### config.mk
export PLATFORM = sky130hd
export DESIGN_NAME = fopr_top
export DESIGN_NICKNAME = d
export VERILOG_FILES = /design/src/core/fopr_pkg.sv /design/src/core/fopr_top.sv
export SDC_FILE = /design/constraint.sdc
export NUM_CORES = 1
export LEC_CHECK = 0
export BUFFER_PORTS_ARGS = -buffer_cell sky130_fd_sc_hd__buf_2
export CAP_MARGIN = 20
export CORE_ASPECT_RATIO = 1.5
export CORE_UTILIZATION = 40
export DETAILED_ROUTE_END_ITERATION = 16
export GPL_TIMING_DRIVEN = 0
export HOLD_SLACK_MARGIN = 0.03
export PLACE_DENSITY = 0.66
export SLEW_MARGIN = 20
export SYNTH_ARGS = -nofsm -noshare
export SYNTH_HDL_FRONTEND = slang
export SYNTH_SLANG_ARGS = --single-unit
### constraint.sdc
create_clock -name REF_CLK_IN -period 6.8 [get_ports REF_CLK_IN]
set_input_delay 0.68 -clock REF_CLK_IN [delete_from_list [all_inputs] [get_ports REF_CLK_IN]]
set_output_delay 0.68 -clock REF_CLK_IN [all_outputs]
set_load 0.03 [all_outputs]
### src/core/fopr_pkg.sv
// package: constants and types for the flash option and protection registers
package fopr_pkg;
    // ****************************************
    // bus map and field layout
    // ****************************************
    localparam logic [3:0] OFS_OPTION = 4'h0;
    localparam logic [3:0] OFS_CONFIG = 4'h4;
    localparam logic [3:0] OFS_PROTECT = 4'h8;
    localparam logic [3:0] OFS_STATUS = 4'hc;
    localparam int OPT_UNLOCK_BIT = 7;
    localparam int OPT_NOREDIR_BIT = 6;
    localparam logic [7:0] OPT_RSVD_MASK = 8'h3c;
    localparam logic [7:0] CFG_RW_MASK = 8'he0;
    localparam int CFG_KEYWR_BIT = 5;
    localparam int PROT_OFF_BIT = 0;
    localparam int STAT_VIOL_BIT = 0;
    localparam int STAT_SECURE_BIT = 1;
    localparam logic [1:0] LOCK_OPEN = 2'b10;
    // ****************************************
    // unlock word and protection boundary
    // ****************************************
    localparam logic [15:0] KEY_BASE = 16'hffb0;
    localparam logic [3:0] KEY_FULL = 4'h8;
    localparam logic [8:0] LIMIT_FILL = 9'h1ff;
    localparam logic [1:0] WAIT_IDLE = 2'b01;
    typedef enum logic [2:0] {
        KS_IDLE = 3'b001,
        KS_COLLECT = 3'b010,
        KS_FAIL = 3'b100
    } fopr_key_t;
    typedef struct packed {
        logic [15:0] addr;
        logic [7:0] data;
        logic from_debug;
    } fopr_fwr_t;
    typedef struct packed {
        logic [7:0] option;
        logic [7:0] config_r;
        logic [7:0] protect;
        logic viol;
        fopr_key_t key_st;
        logic [3:0] key_idx;
        logic [63:0] key;
        logic cmd_go;
        logic [15:0] cmd_addr;
        logic [7:0] cmd_data;
        logic wait_r;
        logic [31:0] rdata;
        logic secure;
        logic redir_en;
    } fopr_state_t;
endpackage

### src/core/fopr_top.sv
// module: flash option, security, unlock-word and block protection registers
`timescale 1ns/10ps

// Contract
// - option register reloads from the stored option byte at every reset
// - option bits 5:2 read zero; bus writes to the option register never change it
// - unlock enable bit 7 clear: unlock word can never open security
// - matching eight-byte word written in ascending order opens security
// - unlock word bytes written from background debug are ignored
// - option bit 6 set disables vector redirection, clear enables it
// - lock field 1:0 means unsecured; opens on word match or blank check
// - config bits 7:5 read and write freely
// - config bits 4:0 read zero and ignore writes
// - key window writes start commands, or load word bytes if enabled
// - protection register reloads from stored byte at reset, always readable
// - protection off bit clear: only a smaller select value is accepted
// - protection off bit set: writes leave protection unchanged
// - select field bits 7:1 sets last unprotected address; above is locked
// - erase or program aimed at a protected location is refused
// - protection off bit set: nothing is protected
// - clearing word write enable after eight bytes runs the comparison
// - protection register writable only by background debug accesses
// - refused command sets violation flag; writing one clears it
module fopr_top (
    input wire logic REF_CLK_IN,
    input wire logic RST_N_IN,
    input wire logic [3:0] AVS_ADDRESS_IN,
    input wire logic AVS_READ_IN,
    input wire logic AVS_WRITE_IN,
    input wire logic [31:0] AVS_WRITEDATA_IN,
    input wire logic [3:0] AVS_BYTEENABLE_IN,
    input wire logic AVS_DEBUG_IN,
    output logic [31:0] AVS_READDATA_OUT,
    output logic AVS_WAITREQUEST_OUT,
    input wire logic [7:0] NV_OPTION_IN,
    input wire logic [7:0] NV_PROTECT_IN,
    input wire logic [63:0] NV_KEY_IN,
    input wire logic FWR_VALID_IN,
    input wire fopr_pkg::fopr_fwr_t FWR_IN,
    input wire logic BLANK_OK_IN,
    output logic CMD_START_OUT,
    output logic [15:0] CMD_ADDR_OUT,
    output logic [7:0] CMD_DATA_OUT,
    output logic VIOLATION_OUT,
    output logic SECURE_OUT,
    output logic REDIRECT_EN_OUT
);
    // ****************************************
    // helpers
    // ****************************************
    function automatic logic is_protected(input logic [15:0] a,
                                          input logic [7:0] p);
        logic [15:0] limit;
        limit = {p[7:1], fopr_pkg::LIMIT_FILL};
        is_protected = !p[fopr_pkg::PROT_OFF_BIT] && (a > limit);
    endfunction

    function automatic logic in_key_window(input logic [15:0] a);
        in_key_window = (a[15:3] == fopr_pkg::KEY_BASE[15:3]);
    endfunction

    function automatic fopr_pkg::fopr_state_t reset_state(
        input logic [7:0] nv_opt, input logic [7:0] nv_prot);
        fopr_pkg::fopr_state_t r;
        r = '0;
        r.option = nv_opt & ~fopr_pkg::OPT_RSVD_MASK;
        r.protect = nv_prot;
        r.key_st = fopr_pkg::KS_IDLE;
        r.wait_r = 1'b1;
        r.secure = (r.option[1:0] != fopr_pkg::LOCK_OPEN);
        r.redir_en = !r.option[fopr_pkg::OPT_NOREDIR_BIT];
        reset_state = r;
    endfunction

    // ****************************************
    // state
    // ****************************************
    fopr_pkg::fopr_state_t s_reg;
    fopr_pkg::fopr_state_t s_next;
    logic wr_now;
    logic fwr_key;
    logic [7:0] wbyte;
    logic [7:0] rbyte;

    assign wr_now = AVS_WRITE_IN && !s_reg.wait_r && AVS_BYTEENABLE_IN[0];
    assign wbyte = AVS_WRITEDATA_IN[7:0];
    assign fwr_key = s_reg.config_r[fopr_pkg::CFG_KEYWR_BIT] &&
                     in_key_window(FWR_IN.addr);

    always_comb begin
        s_next = s_reg;
        s_next.cmd_go = 1'b0;
        s_next.wait_r = 1'b1;
        // bus read mux, one wait cycle per access
        case (AVS_ADDRESS_IN)
            fopr_pkg::OFS_OPTION: rbyte = s_reg.option;
            fopr_pkg::OFS_CONFIG: rbyte = s_reg.config_r;
            fopr_pkg::OFS_PROTECT: rbyte = s_reg.protect;
            fopr_pkg::OFS_STATUS: begin
                rbyte = '0;
                rbyte[fopr_pkg::STAT_VIOL_BIT] = s_reg.viol;
                rbyte[fopr_pkg::STAT_SECURE_BIT] = s_reg.secure;
            end
            default: rbyte = '0;
        endcase
        if ((AVS_READ_IN || AVS_WRITE_IN) && s_reg.wait_r) begin
            s_next.wait_r = 1'b0;
            s_next.rdata = {24'h0, rbyte};
        end
        // option register takes no bus write: no branch for it
        if (wr_now && AVS_ADDRESS_IN == fopr_pkg::OFS_CONFIG) begin
            s_next.config_r = wbyte & fopr_pkg::CFG_RW_MASK;
            if (wbyte[fopr_pkg::CFG_KEYWR_BIT] &&
                !s_reg.config_r[fopr_pkg::CFG_KEYWR_BIT]) begin
                s_next.key_st = fopr_pkg::KS_COLLECT;
                s_next.key_idx = '0;
            end
            if (!wbyte[fopr_pkg::CFG_KEYWR_BIT] &&
                s_reg.config_r[fopr_pkg::CFG_KEYWR_BIT]) begin
                s_next.key_st = fopr_pkg::KS_IDLE;
                // compare on release of the write enable
                if (s_reg.option[fopr_pkg::OPT_UNLOCK_BIT] &&
                    s_reg.key_st == fopr_pkg::KS_COLLECT &&
                    s_reg.key_idx == fopr_pkg::KEY_FULL &&
                    s_reg.key == NV_KEY_IN) begin
                    s_next.option[1:0] = fopr_pkg::LOCK_OPEN;
                end
            end
        end
        // only debug accesses may tighten protection
        if (wr_now && AVS_DEBUG_IN &&
            AVS_ADDRESS_IN == fopr_pkg::OFS_PROTECT) begin
            if (!s_reg.protect[fopr_pkg::PROT_OFF_BIT] &&
                wbyte[7:1] < s_reg.protect[7:1]) begin
                s_next.protect[7:1] = wbyte[7:1];
            end
        end
        if (wr_now && AVS_ADDRESS_IN == fopr_pkg::OFS_STATUS &&
            wbyte[fopr_pkg::STAT_VIOL_BIT]) begin
            s_next.viol = 1'b0;
        end
        // flash array writes: unlock word byte or command launch
        if (FWR_VALID_IN) begin
            if (fwr_key) begin
                if (!FWR_IN.from_debug &&
                    s_reg.key_st == fopr_pkg::KS_COLLECT) begin
                    if (s_reg.key_idx != fopr_pkg::KEY_FULL &&
                        FWR_IN.addr[2:0] == s_reg.key_idx[2:0]) begin
                        s_next.key[{s_reg.key_idx[2:0], 3'h0} +: 8] =
                            FWR_IN.data;
                        s_next.key_idx = s_reg.key_idx + 4'h1;
                    end else begin
                        s_next.key_st = fopr_pkg::KS_FAIL;
                    end
                end
            end else if (is_protected(FWR_IN.addr, s_reg.protect)) begin
                s_next.viol = 1'b1;
            end else begin
                s_next.cmd_go = 1'b1;
                s_next.cmd_addr = FWR_IN.addr;
                s_next.cmd_data = FWR_IN.data;
            end
        end
        if (BLANK_OK_IN) begin
            s_next.option[1:0] = fopr_pkg::LOCK_OPEN;
        end
        s_next.secure = (s_next.option[1:0] != fopr_pkg::LOCK_OPEN);
        s_next.redir_en = !s_next.option[fopr_pkg::OPT_NOREDIR_BIT];
    end

    always_ff @(posedge REF_CLK_IN) begin
        if (!RST_N_IN) begin
            s_reg <= reset_state(NV_OPTION_IN, NV_PROTECT_IN);
        end else begin
            s_reg <= s_next;
        end
    end

    // ****************************************
    // outputs
    // ****************************************
    assign AVS_READDATA_OUT = s_reg.rdata;
    assign AVS_WAITREQUEST_OUT = s_reg.wait_r;
    assign CMD_START_OUT = s_reg.cmd_go;
    assign CMD_ADDR_OUT = s_reg.cmd_addr;
    assign CMD_DATA_OUT = s_reg.cmd_data;
    assign VIOLATION_OUT = s_reg.viol;
    assign SECURE_OUT = s_reg.secure;
    assign REDIRECT_EN_OUT = s_reg.redir_en;
endmodule

==> flow_metrics.env <==
export IMPL_status="finished, final reports clean"
export IMPL_min_period_ns=3.15
export IMPL_place_area_um2=7420
export IMPL_die_y_um=156
export IMPL_p_per_area_nw_per_um2=252
export IMPL_drive_gt1_frac=0.287
export IMPL_cts_tree="built"
export IMPL_worstMarginPinSlew_ns=0.894
export IMPL_grt_pass1_wl_mm=27.1
export IMPL_via_per_inst=4.85
export IMPL_dieArea_um2=16400
export IMPL_fin_util=0.521
export IMPL_rsz0062_at_grt="false"
export IMPL_drt_iter0_markers=219
export IMPL_hold_violations=0
export IMPL_syn2layout_area_growth_pct=27.7
export IMPL_clk_pin_slew_ns=0.05
export IMPL_fin_crit_sh=0.463
export IMPL_ys_types=54
export IMPL_crit_required_ns=7.07
export IMPL_rows=56
export IMPL_wl_mm=17.8
export IMPL_post_cts_buffers=0
export IMPL_cts_hold_buf=0
export IMPL_endpoint_kind="flip-flop"
export IMPL_design_area_um2=8110
export IMPL_busiest_layer="met2"
export IMPL_worst_clock_skew_ns=0.00816
export IMPL_ys_seq_elements=123
export IMPL_start_util=0.408
export IMPL_ys_flop_type="dfxtp_1"
export IMPL_seq_area_frac_synth=0.404
export IMPL_slew_viol_final=0
export IMPL_grt_use_met3=0.0462
export IMPL_vias=5325
export IMPL_antenna_cells=0
export IMPL_vdd_drop_max_mv=0.152
export IMPL_worstPathCellList="inv_1 -> ha_1 -> a211o_1 -> a211oi_1 -> nand4_2 -> buf_6 -> nor4_4 -> mux2i_1 -> nor2_1"
export IMPL_drc_errors=0
export IMPL_startpoint_type="flip-flop"
export IMPL_cts_resized=0
export IMPL_dieWidth_um=105
export IMPL_grt_total_usage=0.221
export IMPL_nNetsFinal=1051
export IMPL_min_path_type="input pin to flip-flop"
export IMPL_synth_area_um2=6350
export IMPL_gp_congestion=0.824
export IMPL_antenna_left=0
export IMPL_grt_pass1_vias=5108
export IMPL_worst_setup_path_type="flip-flop to flip-flop"
export IMPL_dp_hpwl_mm=13.7
export IMPL_crit_arrival_ns=3.42
export IMPL_io_buffers=146
export IMPL_setup_viol=0
export IMPL_avgRoutedWirePerCell_um=16.2
export IMPL_max_freq_mhz=318
export IMPL_clkLatencyLatePin_ns=0.42
export IMPL_synth_edf_count=10
export IMPL_ys_warn_count=0
export IMPL_cp_top_family="simple AND/OR/NAND/NOR gates"
export IMPL_postSynthCellCount=695
export IMPL_top_level_ports=213
export IMPL_grt_use_met2=0.423
export IMPL_antenna_found_initial=0
export IMPL_cts_buffers=17
export IMPL_cts_max_path_buffers=2
export IMPL_dr_pass1_iters=5
export IMPL_syn_area_per_cell_um2=9.14
export IMPL_cpMaxStageDelayCell="nor4_4"
export IMPL_hold_slack_ns=0.444
export IMPL_relSlewSlack=0.399
export IMPL_cts_sinks=123
export IMPL_cts_htree_levels=4
export IMPL_worstPathMaxFanout=10
export IMPL_grt_overflow=0
export IMPL_p_leak_nw=3.59
export IMPL_synthArstFlopShare=0
export IMPL_crit_buf_inv=2
export IMPL_max_cap_viol_count=0
export IMPL_clockRootBuffer="clkbuf_16"
export IMPL_grt_use_met1=0.228
export IMPL_grt_max_degree=17
export IMPL_finalNonFillerCells=1099
export IMPL_dp_cells=1067
export IMPL_slowest_delay_ns=0.74
export IMPL_core_um2=15600
export IMPL_fin_tns_setup_ns=0
## worst register-to-register path: cells and delay by family, from the launching register on
family | cells | cell delay [ns]
simple gates | 3 | 1.06
compound gates | 2 | 0.61
fa+ha+maj | 1 | 0.26
buf+inv | 2 | 0.36
flops | 1 | 0.44
mux | 1 | 0.27
## final timing paths
check / start / endpoint / slack [ns] / cells past startpoint
max: s_reg[124] / flip-flop / 3.65 / 9
min: NV_PROTECT_IN[0] / s_next[132] / 0.44 / 1
max reg2reg: s_reg[124] / flip-flop / 3.65 / 9
min reg2reg: CMD_DATA_OUT[1] / CMD_DATA_OUT[1] / 0.46 / 2
## layout by cell type, fill, tap and decap left out, types with 16 or more instances in the layout
cell type / instances
xor2_1: 30
xnor2_1: 30
clkbuf_16: 19
dfxtp_1: 113
o21ai_0: 36
mux2i_1: 65
nand3_1: 28
ha_1: 16
buf_4: 56
nor2_1: 87
buf_2: 146
inv_1: 25
clkbuf_1: 30
conb_1: 24
nand2_1: 38
## routing by layer
metal	wire, µm	vias to the layer above
li1	-	2678
met1	6680	2439
met2	9750	176
met3	890	32
met4	441	0
met5	0	-
## layout make-up
type / instances / area (µm²)
Buffer: 93 / 567
Clock buffer: 23 / 510
Clock inverter: 9 / 179
Fill cell: 1569 / 7440
Inverter: 27 / 101
Multi-Input combinational cell: 475 / 3210
Sequential cell: 123 / 2560
Tap cell: 203 / 254
Timing Repair Buffer: 146 / 731
## cells in the mapped netlist (6+ instances only)
master / n / area share
a21oi_1: 13 / 0.010
a22oi_1: 9 / 0.011
buf_1: 8 / 0.0047
buf_4: 56 / 0.066
clkbuf_1: 28 / 0.017
dfxtp_1: 113 / 0.36
edfxtp_1: 10 / 0.047
ha_1: 16 / 0.032
inv_1: 25 / 0.015
mux2_2: 8 / 0.014
mux2i_1: 65 / 0.10
nand2_1: 38 / 0.022
nand2b_1: 6 / 0.0059
nand3_1: 28 / 0.022
nand4_1: 15 / 0.015
nor2_1: 87 / 0.051
nor4_1: 11 / 0.011
o21ai_0: 36 / 0.028
xnor2_1: 30 / 0.041
xor2_1: 30 / 0.041
## power breakdown
group	internal [mW]	switching, mW	leakage [nW]
clock network	0.714	0.329	0.330
logic	0.0942	0.144	2.24
registers	0.751	0.0115	1.01
total	1.56	0.485	3.59
## metrics by stage
stage	setup WS, ns	total power, mW
final	3.65	2.04
after detailed placement	3.66	1.02
after global placement	3.71	1.02
after global routing	3.41	2.11
after CTS	3.60	2.05
after floorplan	4.23	0.927
## cell families (layout without fill, tap and decap cells)
group / count (synthesis) / after routing / share of synthesized area
simple gates: 216 / 216 / 0.176
other cells: 1 / 24 / 0.000591
buf+inv: 120 / 298 / 0.105
fa+ha+maj: 16 / 16 / 0.0315
mux: 73 / 73 / 0.117
flops: 123 / 123 / 0.404
compound gates: 86 / 86 / 0.0839
xor+xnor: 60 / 60 / 0.0828
Note: power is estimated with default switching activity, not from simulation.
